$ cat src/logic/bwa_pkg.sv
// bwa_pkg: offsets, field positions and codes of the watchpoint action bank
// assumes: shared by the action bank top and its hit-action unit
package bwa_pkg;
  // register offsets on the plain register port
  localparam logic [23:0] BWA_PAYLOAD_OFS = 24'h104018;
  localparam logic [23:0] BWA_ACTION_OFS = 24'h104020;
  localparam logic [23:0] BWA_TRCTL_OFS = 24'h104028;
  localparam logic [23:0] BWA_STATUS_OFS = 24'h104030;
  // action register field positions
  localparam int BWA_INTEN_BIT = 0;
  localparam int BWA_ECNT_EN_BIT = 1;
  localparam int BWA_ECNT_LSB = 2;
  localparam int BWA_ALTER_LSB = 6;
  localparam int BWA_LATCH_LSB = 8;
  localparam int BWA_TRACE_LSB = 12;
  localparam int BWA_TTYPE_BIT = 14;
  localparam int BWA_TSTAMP_BIT = 15;
  localparam int BWA_TRIG_BIT = 16;
  localparam int BWA_PINC_BIT = 17;
  localparam int BWA_PRST_BIT = 18;
  localparam int BWA_PSEL_LSB = 19;
  localparam int BWA_MASTER_LSB = 23;
  localparam int BWA_HALT_BIT = 31;
  localparam logic [63:0] BWA_ACTION_MASK = 64'h0000_0000_FFFF_FFFF;
  localparam logic [63:0] BWA_PAYLOAD_MASK = 64'h0000_0000_0000_0001;
  // field codes
  localparam logic [1:0] BWA_ALTER_CLR = 2'h2;
  localparam logic [1:0] BWA_ALTER_SET = 2'h3;
  localparam logic [1:0] BWA_TRACE_SINGLE = 2'h2;
  localparam logic [1:0] BWA_TRACE_MULTI = 2'h3;
  localparam logic [2:0] BWA_TRIG_PULSE_MODE = 3'h2;
  // debug-module counters are ids 0..7, controller counters 8..15
  localparam logic [3:0] BWA_DM_CNT_LIMIT = 4'h8;
  localparam logic [3:0] BWA_DM_ECNT_LIMIT = 4'h8;
  // trigger low pulse length
  localparam int BWA_TRIG_PULSE_NS = 20;
  localparam int BWA_CLK_NS = 10;
  localparam int BWA_TRIG_PULSE_CYC =
    (BWA_TRIG_PULSE_NS + BWA_CLK_NS - 1) / BWA_CLK_NS;
endpackage

$ cat src/logic/bwa_hit_unit.sv
// bwa_hit_unit: turns one channel hit into registered action strobes
// assumes: hits are one-cycle pulses from hit logic on core_clk_i
`timescale 1ns/1ns
`default_nettype none
module bwa_hit_unit
  import bwa_pkg::*;
(
  input wire logic core_clk_i,
  input wire logic rst_n_i,
  input wire logic [31:0] action_i,
  input wire logic partial_hit_i,
  input wire logic ecnt_zero_i,
  input wire logic exception_i,
  input wire logic is_analyzer_i,
  output logic ecnt_dec_o,
  output logic [3:0] ecnt_sel_o,
  output logic full_hit_o,
  output logic latch_clr_o,
  output logic latch_set_o,
  output logic [3:0] latch_sel_o,
  output logic trace_o,
  output logic trace_multi_o,
  output logic trace_bg_o,
  output logic trace_tstamp_o,
  output logic trig_o,
  output logic pinc_o,
  output logic [3:0] psel_o,
  output logic prst_o,
  output logic halt_o,
  output logic [7:0] halt_master_o
);
  logic ecnt_en;
  logic full;
  logic act;
  logic [1:0] alter;
  logic [1:0] trc;
  assign ecnt_en = action_i[BWA_ECNT_EN_BIT];
  // full hit needs the counter already at zero when decrement is on
  assign full = partial_hit_i && (!ecnt_en || ecnt_zero_i);
  assign act = full && !exception_i;
  assign alter = action_i[BWA_ALTER_LSB +: 2];
  assign trc = action_i[BWA_TRACE_LSB +: 2];

  // registered action strobes
  always_ff @(posedge core_clk_i or negedge rst_n_i) begin
    if (!rst_n_i) begin
      ecnt_dec_o <= 1'b0;
      full_hit_o <= 1'b0;
      latch_clr_o <= 1'b0;
      latch_set_o <= 1'b0;
      trace_o <= 1'b0;
      trig_o <= 1'b0;
      pinc_o <= 1'b0;
      prst_o <= 1'b0;
      halt_o <= 1'b0;
    end else begin
      ecnt_dec_o <= partial_hit_i && ecnt_en
        && (action_i[BWA_ECNT_LSB +: 4] < BWA_DM_ECNT_LIMIT);
      full_hit_o <= full;
      latch_clr_o <= act && (alter == BWA_ALTER_CLR);
      latch_set_o <= act && (alter == BWA_ALTER_SET);
      trace_o <= act && trc[1];
      trig_o <= act && action_i[BWA_TRIG_BIT];
      pinc_o <= act && action_i[BWA_PINC_BIT]
        && (action_i[BWA_PSEL_LSB +: 4] < BWA_DM_CNT_LIMIT);
      prst_o <= act && action_i[BWA_PRST_BIT];
      halt_o <= full && action_i[BWA_HALT_BIT]
        && is_analyzer_i;
    end
  end

  // selectors and trace attributes captured with each strobe
  always_ff @(posedge core_clk_i or negedge rst_n_i) begin
    if (!rst_n_i) begin
      ecnt_sel_o <= 4'h0;
      latch_sel_o <= 4'h0;
      trace_multi_o <= 1'b0;
      trace_bg_o <= 1'b0;
      trace_tstamp_o <= 1'b0;
      psel_o <= 4'h0;
      halt_master_o <= 8'h00;
    end else if (partial_hit_i) begin
      ecnt_sel_o <= action_i[BWA_ECNT_LSB +: 4];
      latch_sel_o <= action_i[BWA_LATCH_LSB +: 4];
      trace_multi_o <= (trc == BWA_TRACE_MULTI);
      trace_bg_o <= action_i[BWA_TTYPE_BIT];
      trace_tstamp_o <= action_i[BWA_TSTAMP_BIT];
      psel_o <= action_i[BWA_PSEL_LSB +: 4];
      halt_master_o <= action_i[BWA_MASTER_LSB +: 8];
    end
  end

  plain_partial_a: assert property (
    @(posedge core_clk_i) disable iff (!rst_n_i)
    partial_hit_i && ecnt_en
    |=> ecnt_dec_o == (ecnt_sel_o < BWA_DM_ECNT_LIMIT))
    else $error("decrement missing");
  no_act_nonzero_a: assert property (
    @(posedge core_clk_i) disable iff (!rst_n_i)
    partial_hit_i && ecnt_en && !ecnt_zero_i
    |=> !full_hit_o && !trig_o && !pinc_o && !halt_o)
    else $error("action on count");
  latch_clear_a: assert property (
    @(posedge core_clk_i) disable iff (!rst_n_i)
    full && !exception_i && alter == BWA_ALTER_CLR
    |=> latch_clr_o && !latch_set_o)
    else $error("latch clear");
  halt_gate_a: assert property (
    @(posedge core_clk_i) disable iff (!rst_n_i)
    halt_o |-> $past(action_i[BWA_HALT_BIT]) && $past(is_analyzer_i))
    else $error("halt without enable");
  pinc_range_a: assert property (
    @(posedge core_clk_i) disable iff (!rst_n_i)
    pinc_o |-> psel_o < BWA_DM_CNT_LIMIT)
    else $error("controller counter incremented");
endmodule
`default_nettype wire

$ cat src/logic/bwa_action_bank.sv
// bwa_action_bank: action and payload registers of a bus-analyzer channel
// Behaviour
// - decrement on partial hit; act only at zero
// - bits 5:2 pick debug-module event counter
// - alter 10 clears, 11 sets chain latch
// - bits 11:8 pick the chain latch
// - trace 00/01 off, 10 single, 11 multi
// - kind bit: 0 trigger, 1 background message
// - timestamp bit adds timestamp to trace
// - trigger enable 0 leaves pin alone
// - enable and mode 010 pulse pin low
// - bit 17 enables performance counter increment
// - bit 18 resets all debug-module counters
// - bits 22:19 pick counter; controller ids ignored
// - bits 30:23 name master to freeze
// - bit 31 freezes named master on hit
// - freeze only for bus-analyzer channels
// - operand/value hits pass payload to debug module
// - select 0: full 64-bit stored data
// - select 1: address plus low data word
// assumes: register port on core_clk_i, hit inputs on same clock,
// trigger output mode is written here as a small control register
`timescale 1ns/1ns
`default_nettype none
module bwa_action_bank
  import bwa_pkg::*;
#(
  parameter int PULSE_CYC = BWA_TRIG_PULSE_CYC
)(
  input wire logic core_clk_i,
  input wire logic rst_n_i,
  input wire logic [23:0] reg_addr_i,
  input wire logic [63:0] reg_wdata_i,
  input wire logic reg_wr_i,
  input wire logic reg_rd_i,
  output logic [63:0] reg_rdata_o,
  input wire logic partial_hit_i,
  input wire logic ecnt_zero_i,
  input wire logic exception_i,
  input wire logic is_analyzer_i,
  input wire logic oa_iv_hit_i,
  input wire logic [31:0] oper_addr_i,
  input wire logic [63:0] store_data_i,
  output logic ecnt_dec_o,
  output logic [3:0] ecnt_sel_o,
  output logic latch_clr_o,
  output logic latch_set_o,
  output logic [3:0] latch_sel_o,
  output logic trace_o,
  output logic trace_multi_o,
  output logic trace_bg_o,
  output logic trace_tstamp_o,
  output logic pinc_o,
  output logic [3:0] psel_o,
  output logic prst_o,
  output logic halt_o,
  output logic [7:0] halt_master_o,
  output logic trigger_output_pin_n_o,
  output logic payload_valid_o,
  output logic [63:0] payload_o
);
  logic [31:0] action;
  logic trace_payload_select;
  logic [2:0] trigger_output_mode;
  logic trig_hit;
  logic full_hit;
  logic [7:0] pulse_cnt;
  logic trig_fire;
  logic [7:0] low_len;

  // action register, reserved bits never stored
  always_ff @(posedge core_clk_i or negedge rst_n_i) begin
    if (!rst_n_i) begin
      action <= 32'h0000_0000;
    end else if (reg_wr_i && reg_addr_i == BWA_ACTION_OFS) begin
      action <= reg_wdata_i[31:0] & BWA_ACTION_MASK[31:0];
    end
  end

  // payload select and trigger mode controls
  always_ff @(posedge core_clk_i or negedge rst_n_i) begin
    if (!rst_n_i) begin
      trace_payload_select <= 1'b0;
      trigger_output_mode <= 3'h0;
    end else if (reg_wr_i) begin
      if (reg_addr_i == BWA_PAYLOAD_OFS) begin
        trace_payload_select <= reg_wdata_i[0];
      end
      if (reg_addr_i == BWA_TRCTL_OFS) begin
        trigger_output_mode <= reg_wdata_i[2:0];
      end
    end
  end

  // read data one cycle after the strobe, zero elsewhere
  always_ff @(posedge core_clk_i or negedge rst_n_i) begin
    if (!rst_n_i) begin
      reg_rdata_o <= 64'h0;
    end else if (reg_rd_i) begin
      unique case (reg_addr_i)
        BWA_ACTION_OFS: reg_rdata_o <= {32'h0, action};
        BWA_PAYLOAD_OFS: reg_rdata_o <= {63'h0, trace_payload_select};
        BWA_TRCTL_OFS: reg_rdata_o <= {61'h0, trigger_output_mode};
        BWA_STATUS_OFS: reg_rdata_o <= {63'h0, ~trigger_output_pin_n_o};
        default: reg_rdata_o <= 64'h0;
      endcase
    end else begin
      reg_rdata_o <= 64'h0;
    end
  end

  bwa_hit_unit bwa_hit_unit_inst (
    .core_clk_i(core_clk_i),
    .rst_n_i(rst_n_i),
    .action_i(action),
    .partial_hit_i(partial_hit_i),
    .ecnt_zero_i(ecnt_zero_i),
    .exception_i(exception_i),
    .is_analyzer_i(is_analyzer_i),
    .ecnt_dec_o(ecnt_dec_o),
    .ecnt_sel_o(ecnt_sel_o),
    .full_hit_o(full_hit),
    .latch_clr_o(latch_clr_o),
    .latch_set_o(latch_set_o),
    .latch_sel_o(latch_sel_o),
    .trace_o(trace_o),
    .trace_multi_o(trace_multi_o),
    .trace_bg_o(trace_bg_o),
    .trace_tstamp_o(trace_tstamp_o),
    .trig_o(trig_hit),
    .pinc_o(pinc_o),
    .psel_o(psel_o),
    .prst_o(prst_o),
    .halt_o(halt_o),
    .halt_master_o(halt_master_o)
  );

  // pulse only in the pulse mode; other modes leave pin high
  assign trig_fire = trig_hit
    && (trigger_output_mode == BWA_TRIG_PULSE_MODE);

  // low-going pulse generator, retriggered by each qualifying hit
  always_ff @(posedge core_clk_i or negedge rst_n_i) begin
    if (!rst_n_i) begin
      pulse_cnt <= 8'h00;
      trigger_output_pin_n_o <= 1'b1;
    end else if (trig_fire) begin
      pulse_cnt <= 8'(PULSE_CYC - 1);
      trigger_output_pin_n_o <= 1'b0;
    end else if (pulse_cnt != 8'h00) begin
      pulse_cnt <= pulse_cnt - 8'h01;
    end else begin
      trigger_output_pin_n_o <= 1'b1;
    end
  end

  // payload towards the debug module on every operand/value hit
  always_ff @(posedge core_clk_i or negedge rst_n_i) begin
    if (!rst_n_i) begin
      payload_valid_o <= 1'b0;
      payload_o <= 64'h0;
    end else begin
      payload_valid_o <= oa_iv_hit_i;
      if (oa_iv_hit_i) begin
        if (trace_payload_select) begin
          payload_o <= {oper_addr_i, store_data_i[31:0]};
        end else begin
          payload_o <= store_data_i;
        end
      end
    end
  end

  // length of the current low pulse, watched by the pulse checks
  always_ff @(posedge core_clk_i or negedge rst_n_i) begin
    if (!rst_n_i) begin
      low_len <= 8'h00;
    end else if (trig_fire || trigger_output_pin_n_o) begin
      low_len <= 8'h00;
    end else begin
      low_len <= low_len + 8'h01;
    end
  end

  // register port: reserved bits, readback and idle data
  reserved_zero_a: assert property (
    @(posedge core_clk_i) disable iff (!rst_n_i)
    $past(reg_rd_i) |-> reg_rdata_o[63:32] == 32'h0)
    else $error("reserved bits nonzero");
  action_read_a: assert property (
    @(posedge core_clk_i) disable iff (!rst_n_i)
    reg_rd_i && reg_addr_i == BWA_ACTION_OFS
    |=> reg_rdata_o == {32'h0, $past(action)})
    else $error("action readback wrong");
  payload_read_a: assert property (
    @(posedge core_clk_i) disable iff (!rst_n_i)
    reg_rd_i && reg_addr_i == BWA_PAYLOAD_OFS
    |=> reg_rdata_o == {63'h0, $past(trace_payload_select)})
    else $error("select readback wrong");
  mode_read_a: assert property (
    @(posedge core_clk_i) disable iff (!rst_n_i)
    reg_rd_i && reg_addr_i == BWA_TRCTL_OFS
    |=> reg_rdata_o == {61'h0, $past(trigger_output_mode)})
    else $error("mode readback wrong");
  idle_rdata_a: assert property (
    @(posedge core_clk_i) disable iff (!rst_n_i)
    !reg_rd_i |=> reg_rdata_o == 64'h0)
    else $error("read data outside read");
  action_store_a: assert property (
    @(posedge core_clk_i) disable iff (!rst_n_i)
    reg_wr_i && reg_addr_i == BWA_ACTION_OFS
    |=> action == ($past(reg_wdata_i[31:0]) & BWA_ACTION_MASK[31:0]))
    else $error("action not stored");

  // trigger pin: quiet unless pulse mode, pulse of fixed length
  trig_quiet_a: assert property (
    @(posedge core_clk_i) disable iff (!rst_n_i)
    trig_hit && trigger_output_mode != BWA_TRIG_PULSE_MODE
    && pulse_cnt == 8'h00 && trigger_output_pin_n_o
    |=> trigger_output_pin_n_o)
    else $error("pin moved");
  pin_cause_a: assert property (
    @(posedge core_clk_i) disable iff (!rst_n_i)
    $fell(trigger_output_pin_n_o) |-> $past(trig_fire))
    else $error("pin fell without hit");
  trig_pulse_a: assert property (
    @(posedge core_clk_i) disable iff (!rst_n_i)
    trig_fire |=> !trigger_output_pin_n_o)
    else $error("no low pulse");
  pulse_len_a: assert property (
    @(posedge core_clk_i) disable iff (!rst_n_i)
    !trigger_output_pin_n_o |-> low_len < 8'(PULSE_CYC))
    else $error("pulse too long");
  pulse_end_a: assert property (
    @(posedge core_clk_i) disable iff (!rst_n_i)
    !trigger_output_pin_n_o && !trig_fire
    && low_len == 8'(PULSE_CYC - 1) |=> trigger_output_pin_n_o)
    else $error("pulse not ended");

  // payload towards the debug module
  payload_strobe_a: assert property (
    @(posedge core_clk_i) disable iff (!rst_n_i)
    oa_iv_hit_i |=> payload_valid_o)
    else $error("payload missing");
  payload_cause_a: assert property (
    @(posedge core_clk_i) disable iff (!rst_n_i)
    payload_valid_o |-> $past(oa_iv_hit_i))
    else $error("payload without hit");
  payload_full_a: assert property (
    @(posedge core_clk_i) disable iff (!rst_n_i)
    oa_iv_hit_i && !trace_payload_select
    |=> payload_o == $past(store_data_i) && payload_valid_o)
    else $error("payload word wrong");
  payload_addr_a: assert property (
    @(posedge core_clk_i) disable iff (!rst_n_i)
    oa_iv_hit_i && trace_payload_select
    |=> payload_o[63:32] == $past(oper_addr_i))
    else $error("no address");
  payload_low_a: assert property (
    @(posedge core_clk_i) disable iff (!rst_n_i)
    oa_iv_hit_i && trace_payload_select
    |=> payload_o[31:0] == $past(store_data_i[31:0]))
    else $error("low data word wrong");

  // hit actions as seen at the bank's outputs
  prst_cause_a: assert property (
    @(posedge core_clk_i) disable iff (!rst_n_i)
    prst_o |-> $past(action[BWA_PRST_BIT]) && full_hit)
    else $error("reset without cause");
  pinc_cause_a: assert property (
    @(posedge core_clk_i) disable iff (!rst_n_i)
    pinc_o |-> $past(action[BWA_PINC_BIT]))
    else $error("increment without enable");
  halt_master_a: assert property (
    @(posedge core_clk_i) disable iff (!rst_n_i)
    halt_o |-> halt_master_o == $past(action[30:23]))
    else $error("wrong master");
  latch_excl_a: assert property (
    @(posedge core_clk_i) disable iff (!rst_n_i)
    !(latch_clr_o && latch_set_o))
    else $error("latch set and cleared");
  trace_gate_a: assert property (
    @(posedge core_clk_i) disable iff (!rst_n_i)
    trace_o |-> $past(action[BWA_TRACE_LSB + 1]))
    else $error("trace while disabled");
  trace_kind_a: assert property (
    @(posedge core_clk_i) disable iff (!rst_n_i)
    $past(partial_hit_i) |-> trace_bg_o == $past(action[BWA_TTYPE_BIT]))
    else $error("trace kind wrong");
  trace_stamp_a: assert property (
    @(posedge core_clk_i) disable iff (!rst_n_i)
    $past(partial_hit_i)
    |-> trace_tstamp_o == $past(action[BWA_TSTAMP_BIT]))
    else $error("timestamp flag wrong");

  // main scenarios worth seeing
  pulse_seen_c: cover property (@(posedge core_clk_i) trig_fire);
  halt_seen_c: cover property (@(posedge core_clk_i) halt_o);
  dec_seen_c: cover property (@(posedge core_clk_i) ecnt_dec_o);
  payload_sel_c: cover property (@(posedge core_clk_i)
    payload_valid_o && trace_payload_select);
  latch_set_c: cover property (@(posedge core_clk_i) latch_set_o);
endmodule
`default_nettype wire

$ cat config.mk
export PLATFORM = sky130hd
export DESIGN_NAME = bwa_action_bank
export DESIGN_NICKNAME = d
export VERILOG_FILES = /design/src/logic/bwa_pkg.sv /design/src/logic/bwa_hit_unit.sv /design/src/logic/bwa_action_bank.sv
export SDC_FILE = /design/constraint.sdc
export NUM_CORES = 1
export LEC_CHECK = 0
export BUFFER_PORTS_ARGS = -buffer_cell sky130_fd_sc_hd__clkbuf_2
export CAP_MARGIN = 20
export CORE_AREA = 2 2 137 139
export DETAILED_ROUTE_END_ITERATION = 10
export DIE_AREA = 0 0 139 141
export PLACE_DENSITY = 0.73
export SLEW_MARGIN = 20
export SYNTH_ARGS = -nofsm -noshare
export SYNTH_HDL_FRONTEND = slang
export SYNTH_SLANG_ARGS = --single-unit
$ cat constraint.sdc
create_clock -name core_clk_i -period 1.95 [get_ports core_clk_i]
set_clock_uncertainty 0.05 [all_clocks]
set_input_delay 0.4875 -clock core_clk_i [delete_from_list [all_inputs] [get_ports core_clk_i]]
set_output_delay 0.4875 -clock core_clk_i [all_outputs]
set_load 0.01 [all_outputs]
Word-level counts from Yosys, hierarchy flattened
Cells that the tools add are included.
{"block": "op_classes", "n_mux": 7, "reduce_logical": 22, "order_cmp": 2, "n_eq_ne": 9, "n_bitwise": 1, "add_sub_neg": 1}
{"cell": "64-bit two-way mux", "n": 2}
{"cell": "32-bit case mux with 4 select lines", "n": 1}
{"cell": "24-bit by 21-bit == test with 1-bit output (second input constant)", "n": 4}
{"cell": "8-bit two-way mux", "n": 2}
{"cell": "1-bit logical AND", "n": 15}
{"cell": "4-bit less-than comparator (second input constant)", "n": 2}
{"cell": "8-bit nonzero test", "n": 1}
{"cell": "8-bit by 1-bit subtractor with 8-bit output (second input constant)", "n": 1}
{"cell": "2-bit == test (second input constant)", "n": 3}
{"cell": "2-bit AND reduction", "n": 2}
{"cell": "3-bit by 2-bit == test with 1-bit output (second input constant)", "n": 1}
{"cell": "1-bit logical NOT", "n": 2}
{"cell": "1-bit two-way mux", "n": 2}
{"cell": "2-bit != test (second input constant)", "n": 1}
{"cell": "2-bit nonzero test", "n": 1}
{"cell": "1-bit logical OR", "n": 1}
{"cell": "1-bit inverter", "n": 1}
{"block": "totals", "word_cells": 65, "input_bits": 193, "regBits": 205, "out_inout_bits": 160}

Logic depth before layout (Yosys ltp)
Gate-level depths: netlist of the first run.
{"block": "logic_depth", "depth_word": 6, "depth_mapped": 6}

By module
From an unflattened synthesis of the first run, not the netlist that was laid out.
{"block": "hier_totals", "hier_cells": 530, "area_unflattened_um2": 7199.4}
{"mod": "bwa_action_bank", "instances": 1, "seq_area_each_um2": 3554.7, "cells_per_inst": 456, "area_each_um2": 5933.2}
{"mod": "bwa_hit_unit", "instances": 1, "seq_area_each_um2": 800.8, "cells_per_inst": 74, "area_each_um2": 1266.2}

Worst setup path after synthesis of the first run
OpenSTA, ideal clock, no wires.
{"block": "synth_path", "path_kind": "input port to flip-flop", "from": "input port reg_addr_i[21]", "to": "register action[0]", "path_buffers": 1, "required_time_ns": 1.773, "setup_slack_ns": -0.093, "path_stages": 5, "arrival_time_ns": 1.866, "path_cell_list": "nor4b_2 -> nand2_2 -> nor4_4 -> buf_6 -> mux2_1"}
{"block": "synth_between", "elab_chain_len": 2}
{"element": "start, declared", "line_no": "bwa_action_bank.sv:32", "source": "input wire logic [23:0] reg_addr_i,"}
{"element": "24-bit by 21-bit == test with 1-bit output", "line_no": "bwa_action_bank.sv:75", "source": "end else if (reg_wr_i && reg_addr_i == BWA_ACTION_OFS) begin"}
{"element": "1-bit logical AND", "line_no": "bwa_action_bank.sv:75"}
{"element": "end signal, assigned", "line_no": "bwa_action_bank.sv:76", "source": "action <= reg_wdata_i[31:0] & BWA_ACTION_MASK[31:0];"}
{"element": "end, declared", "line_no": "bwa_action_bank.sv:62", "source": "logic [31:0] action;"}
Every way passes these cells.
A chain may end at the register's enable or synchronous reset.

Worst setup path after layout of the first run
{"block": "layout_path", "from": "input port reg_addr_i[21]", "to": "register trigger_output_mode[0]"}
{"block": "layout_between", "elab_chain_len": 2}
{"element": "24-bit by 21-bit == test with 1-bit output", "line_no": "bwa_action_bank.sv:89", "source": "if (reg_addr_i == BWA_TRCTL_OFS) begin"}
{"element": "2-bit AND reduction (no line)"}
{"element": "end signal, assigned", "line_no": "bwa_action_bank.sv:90", "source": "trigger_output_mode <= reg_wdata_i[2:0];"}
{"element": "end, declared", "line_no": "bwa_action_bank.sv:64", "source": "logic [2:0] trigger_output_mode;"}
Every way passes these cells.

==> results.cfg, run 1 <==
[power_and_ir_drop]
seq_power_share = 0.471
p_int_mw = 6.04
switching_share = 0.248
ir_worst_vdd_mv = 0.600
p_leak_nw = 4.98
power_mw = 8.03
powerDensity_nw_per_um2 = 838
power_frac_comb = 0.092
total_switching_power_mw = 1.99
clockPowerShare = 0.438

[routing]
drt-total-wl_um = 17400
wl_per_cell_um = 15.9
drtIter0Drc = 116
vias_per_cell = 4.63
route.detailed.drc = 0
vias = 5069
dr.pass1.iters = 4
ant_nets = 0

[clock_network]
numCtsBuffers = 17
h-tree-depth = 4
cts_sinks = 173
post_cts_buffers = 0
clock_latency_ns = 0.42
clk_pin_slew_worst_paths_ns = 0.07
clockBufferDepth = 2
cts_tree = built
clock_tree.root_cell = clkbuf_16

[critical_path]
cp.buffers_inverters = 3
crit_chain = clkbuf_2, nor4b_2, nand2_2, buf_4, nor4_2, buf_4, mux2_2
worstReg2RegEnd = pulse_cnt[5]
endpoint_kind = flip-flop
cp.arrival_ns = 2.04
cp_common_cell = buf_4
crit_fanout = 5
worstReg2RegStart = pulse_cnt[0]
crit_type = in2reg
cp_slowest_cell = mux2_2
crit_required_ns = 2.20
reg2reg_slack_ns = 0.33
start_kind = input port
critPathMaxStageDelay_ns = 0.33
crit_family = simple AND/OR/NAND/NOR gates
ff2ff_path_depth = 7

[sta]
rsz0062_at_grt = no
finalSetupViolCount = 0
maxSlewViolCount = 0
tightest_slew_ns = 0.518
fin_crit_ns = 1.79
fin_tns_setup_ns = 0
finalCritPeriodShare = 0.917
finalHoldViolCount = 0
relSlewSlack = 0.655
fmax_ghz = 0.559

[synth]
synthCells = 535
synth_top_cell_by_area = dfrtp_1
ys_async_sr_fraction = 1.00
synth_seq_cells = 173
yosys_warnings = 0
yosysTopAreaCellShare = 0.606
netlist_top_cells_area = dfrtp_1 (61%), mux2_2 (9.7%), mux2i_1 (5.2%)
synth_area_um2 = 7100
syn_avg_cell_area_um2 = 13.3
synth_seq_area_share = 0.610
synth-edff-count = 0
ys.flop_type = dfrtp_1
synth.distinct_cells = 40

[place]
place_congestion = 0.756
dp_cells = 1060
port_buffers = 288
place_area_um2 = 8930
dp_hpwl_um = 13300

[cells_and_area]
multi_input_area_um2 = 2520
regArea_um2 = 4330
final_area_um2 = 9580
nFillCells = 1625
mostFrequentLayoutCell = clkbuf_2
stdcell_count = 1094
final_nets = 1040
most-common-layout-cells = clkbuf_2 (286), dfrtp_1 (171), mux2_2 (61), nor2_1 (44), mux2i_1 (37)
area_growth_pct = 34.9
final_util = 0.524
drive_gt1_frac = 0.490

[floorplanning]
dieArea_um2 = 19600
core.rowCount = 50
coreArea_um2 = 18300
initial_core_util = 0.389
chipWidth_um = 139
die_h_um = 141
pin_count = 353

[global_route]
grt_usage = 0.179
grt_pass1_vias = 5077
antenna_found_initial = 2
overflow = 0
grt_pass1_wl_um = 27100
grt_max_degree = 51

[worst_hold_path]
hold_start = exception_i
hold_path_end = bwa_hit_unit_inst.latch_clr_o
hold_depth = 2
hp-class = in2reg

[run_status]
outcome = completed

[flow_run]
drv_cap = 0
==> synthesized netlist by cell type (5+ instances only) <==
library cell and number:
dfrtp_1 172, mux2_2 61, nor2_1 44, mux2i_1 37, a21oi_1 36, and2_1 32, buf_4 32, mux2_1 30
clkbuf_1 13, nand2_1 11, inv_1 6, buf_1 5, nand2b_1 5
==> power groups by stage <==
stage	Clock [mW]	Sequential (mW)	Combinational [mW]
6_report	3.51	3.78	0.736
4_1_cts	3.61	3.78	0.751
2_1_floorplan	0	3.91	0.270
3_3_place_gp	0	3.84	0.735
3_5_place_dp	0	3.85	0.748
5_1_grt	3.76	3.80	0.814
==> how the worst max path moves through the flow <==
| stage | endpoint | start | slack [ns] | cells past startpoint |
|---|---|---|---|---|
| floorplan | action[0] | reg_addr_i[17] | -0.09 | 5 |
| global placement | trigger_output_mode[1] | reg_addr_i[2] | -0.33 | 7 |
| detailed placement | trigger_output_mode[0] | reg_addr_i[2] | -0.32 | 7 |
| CTS | trigger_output_mode[0] | reg_addr_i[2] | 0.11 | 7 |
| global route | trigger_output_mode[0] | reg_addr_i[13] | 0.01 | 8 |
| finish | trigger_output_mode[0] | reg_addr_i[21] | 0.16 | 7 |
==> area by class of cell <==
class	count	area share
Sequential cell	173	0.452
Multi-Input combinational cell	330	0.263
Timing Repair Buffer	318	0.187
Clock buffer	18	0.0459
Tap cell	234	0.0306
Clock inverter	14	0.0188
Inverter	6	0.00235
Antenna cell	1	0.000261
==> routing by layer <==
layer,share of wire,track usage
met1,0.39,0.210
met2,0.49,0.294
met3,0.11,0.0904
met4,0.0092,0.0447
met5,0.00075,0
==> registers in the layout, indices dropped and copies added (netlist names), 3 cells and up <==
name                             cells
bwa_hit_unit_inst.latch_sel_o        4
bwa_hit_unit_inst.halt_master_o      8
bwa_hit_unit_inst.psel_o             4
payload_o                           64
pulse_cnt                            8
bwa_hit_unit_inst.ecnt_sel_o         4
trigger_output_mode                  3
reg_rdata_o                         32
action                              32
==> kinds of logic after synthesis <==
| logic type | share of synthesized area |
|---|---|
| flip-flops | 0.610 |
| multiplexers | 0.197 |
| AND/OR/NAND/NOR | 0.100 |
| buffers and inverters | 0.0541 |
| AO/OA/AOI/OAI | 0.0330 |
| XOR/XNOR | 0.00370 |
| adder cells (fa/ha/maj) | 0.00176 |
| other | 0.000528 |
==> worst reg2reg max path, cell delays in order (launching register included) <==
cell and delay, ns:
dfrtp_1 0.41, inv_1 0.06, ha_1 0.22, nor3b_1 0.14, buf_4 0.17, a211oi_1 0.25
xnor2_1 0.15, nor2_1 0.06
==> through the flow <==
step	hold slack, ns	setup slack (ns)
after floorplan	0.142	-0.0857
after global routing	0.201	0.0142
after CTS	0.191	0.105
after detailed placement	0.391	-0.320
final	0.213	0.163
after global placement	0.391	-0.327
==> what timing repair did <==
item,4_1_cts,5_1_grt
endpoints found under the setup margin,0,1
gates resized for setup,0,1
hold endpoints to repair,37,0
hold buffers,1,0
Note: power is estimated with default switching activity, not from simulation.
==> run 2: changes to the inputs <==
--- a/config.mk
+++ b/config.mk
@@ -10,6 +10,7 @@
 export CORE_AREA = 2 2 137 139
 export DETAILED_ROUTE_END_ITERATION = 10
 export DIE_AREA = 0 0 139 141
+export MAX_ROUTING_LAYER = met4
 export PLACE_DENSITY = 0.73
 export SLEW_MARGIN = 20
 export SYNTH_ARGS = -nofsm -noshare
==> run 2 against run 1 <==
Compared with the run above:
- sequential share of layout area is essentially flat
- highest routed layer is now met4
- wire length up 0.13%
- first-iteration DRC count rose by 6.0%
- critical endpoint unchanged
- maximum frequency is 0.47% higher
- die area did not move
- global-route usage increased by 0.54 points
- largest power group unchanged
- final area barely moved
==> results.cfg, run 2 (same netlist as run 1, synthesis figures left out) <==
[global_route]
antenna_found_initial = 2
grt_usage = 0.184
overflow = 0
grt_pass1_wl_um = 27100
grt_pass1_vias = 5095
grt_max_degree = 51

[routing]
route.detailed.drc = 0
vias_per_cell = 4.65
drtIter0Drc = 123
ant_nets = 0
dr.pass1.iters = 4
drt-total-wl_um = 17400
wl_per_cell_um = 15.9
vias = 5090

[power_and_ir_drop]
p_leak_nw = 4.98
ir_worst_vdd_mv = 0.605
switching_share = 0.248
powerDensity_nw_per_um2 = 838
seq_power_share = 0.471
p_int_mw = 6.04
power_frac_comb = 0.092
clockPowerShare = 0.438
total_switching_power_mw = 1.99

[floorplanning]
dieArea_um2 = 19600
core.rowCount = 50
coreArea_um2 = 18300
pin_count = 353
chipWidth_um = 139
initial_core_util = 0.389
die_h_um = 141

[flow_run]
drv_cap = 0

[place]
place_area_um2 = 8930
place_congestion = 0.765
port_buffers = 288
dp_hpwl_um = 13300

[sta]
rsz0062_at_grt = no
tightest_slew_ns = 0.520
relSlewSlack = 0.653
finalCritPeriodShare = 0.912
finalHoldViolCount = 0
fin_crit_ns = 1.78
maxSlewViolCount = 0
holdWs_ns = 0.214
finalSetupViolCount = 0
fmax_ghz = 0.562

[cells_and_area]
final_area_um2 = 9580
top_regs = payload_o (64), action (32), reg_rdata_o (32)
area_growth_pct = 34.9
nFillCells = 1626
final_nets = 1040
largest_reg_flops = 64
top_register = payload_o
drive_gt1_frac = 0.490
mostFrequentLayoutCell = clkbuf_2
most-common-layout-cells = clkbuf_2 (286), dfrtp_1 (171), mux2_2 (61), nor2_1 (44), mux2i_1 (37)

[clock_network]
h-tree-depth = 4
numCtsBuffers = 17
clock_latency_ns = 0.42
cts_tree = built
clockBufferDepth = 2
clock_tree.root_cell = clkbuf_16
post_cts_buffers = 0
cts_sinks = 173
clk_pin_slew_worst_paths_ns = 0.07

[critical_path]
crit_type = in2reg
crit_required_ns = 2.20
cp.arrival_ns = 2.03
crit_fanout = 5
endpoint_kind = flip-flop
start_kind = input port

[worst_hold_path]
hp-class = in2reg

[run_status]
outcome = completed
run 2: cell types whose count changed in the layout (fill, tap and decap cells not counted):
| cell | previous run | this run |
|---|---|---|
| diode_2 | 1 | 2 |
run 2: power by group through the flow:
| stage | registers (mW) | clock network [mW] | logic, mW |
|---|---|---|---|
| after global routing | 3.80 | 3.76 | 0.814 |
| final | 3.78 | 3.51 | 0.736 |
| after global placement | 3.84 | 0 | 0.735 |
| after detailed placement | 3.85 | 0 | 0.748 |
| after floorplan | 3.91 | 0 | 0.270 |
| after CTS | 3.78 | 3.61 | 0.751 |
run 2: routing by layer:
metal  routed length [um]  GRT usage  vias up
met5                    0          -        -
met1                 7100      0.220     2474
met4                  104     0.0447        0
met2                 8620      0.295      207
met3                 1550     0.0737        9
li1                     -          -     2400
run 2: path summary, 6_finish.rpt:
path                                      from                             to  slack, ns  depth (start not counted)
worst max-delay path            reg_addr_i[21]         trigger_output_mode[0]       0.17                          7
worst min-delay path               exception_i  bwa_hit_unit_inst.latch_clr_o       0.21                          2
worst max register to register    pulse_cnt[0]                   pulse_cnt[5]       0.33                          7
worst min register to register       action[5]   bwa_hit_unit_inst.ecnt_dec_o       0.41                          1
max in group asynchronous              rst_n_i                  payload_o[33]       0.73                          3
min in group asynchronous              rst_n_i                     action[20]       0.49                          2
run 2: critical path, cell delays in order:
cell and delay [ns]:
clkbuf_2 0.11, nor4b_2 0.31, nand2_2 0.17, buf_4 0.18
nor4_2 0.26, buf_4 0.17, mux2_2 0.33
run 2: per-stage QoR:
| stage | cells | total power [mW] | worst slack, ns | util | TNS (ns) |
|---|---|---|---|---|---|
| floorplan | 566 | 4.18 | -0.0857 | - | -2.57 |
| global placement | 1060 | 4.58 | -0.327 | 0.489 | -18.15 |
| detailed placement | 1060 | 4.60 | -0.320 | 0.489 | -16.86 |
| CTS | 1093 | 8.14 | 0.105 | 0.524 | 0 |
| global route | 1095 | 8.37 | 0.0156 | 0.524 | 0 |
| finish | 1095 | 8.03 | 0.171 | 0.524 | 0 |
run 2: cell type report:
cell class	count	area [um2]	area share
Clock inverter	14	180	0.0188
Antenna cell	2	5.00	0.000523
Multi-Input combinational cell	330	2520	0.263
Timing Repair Buffer	318	1790	0.187
Inverter	6	22.5	0.00235
Sequential cell	173	4330	0.452
Clock buffer	18	439	0.0459
Tap cell	234	293	0.0306
run 2: what timing repair did:
| action | CTS | global route |
|---|---|---|
| endpoints found under the setup margin | 0 | 1 |
| hold buffers | 1 | 0 |
| hold endpoints to repair | 37 | 0 |
| gates resized for setup | 0 | 1 |
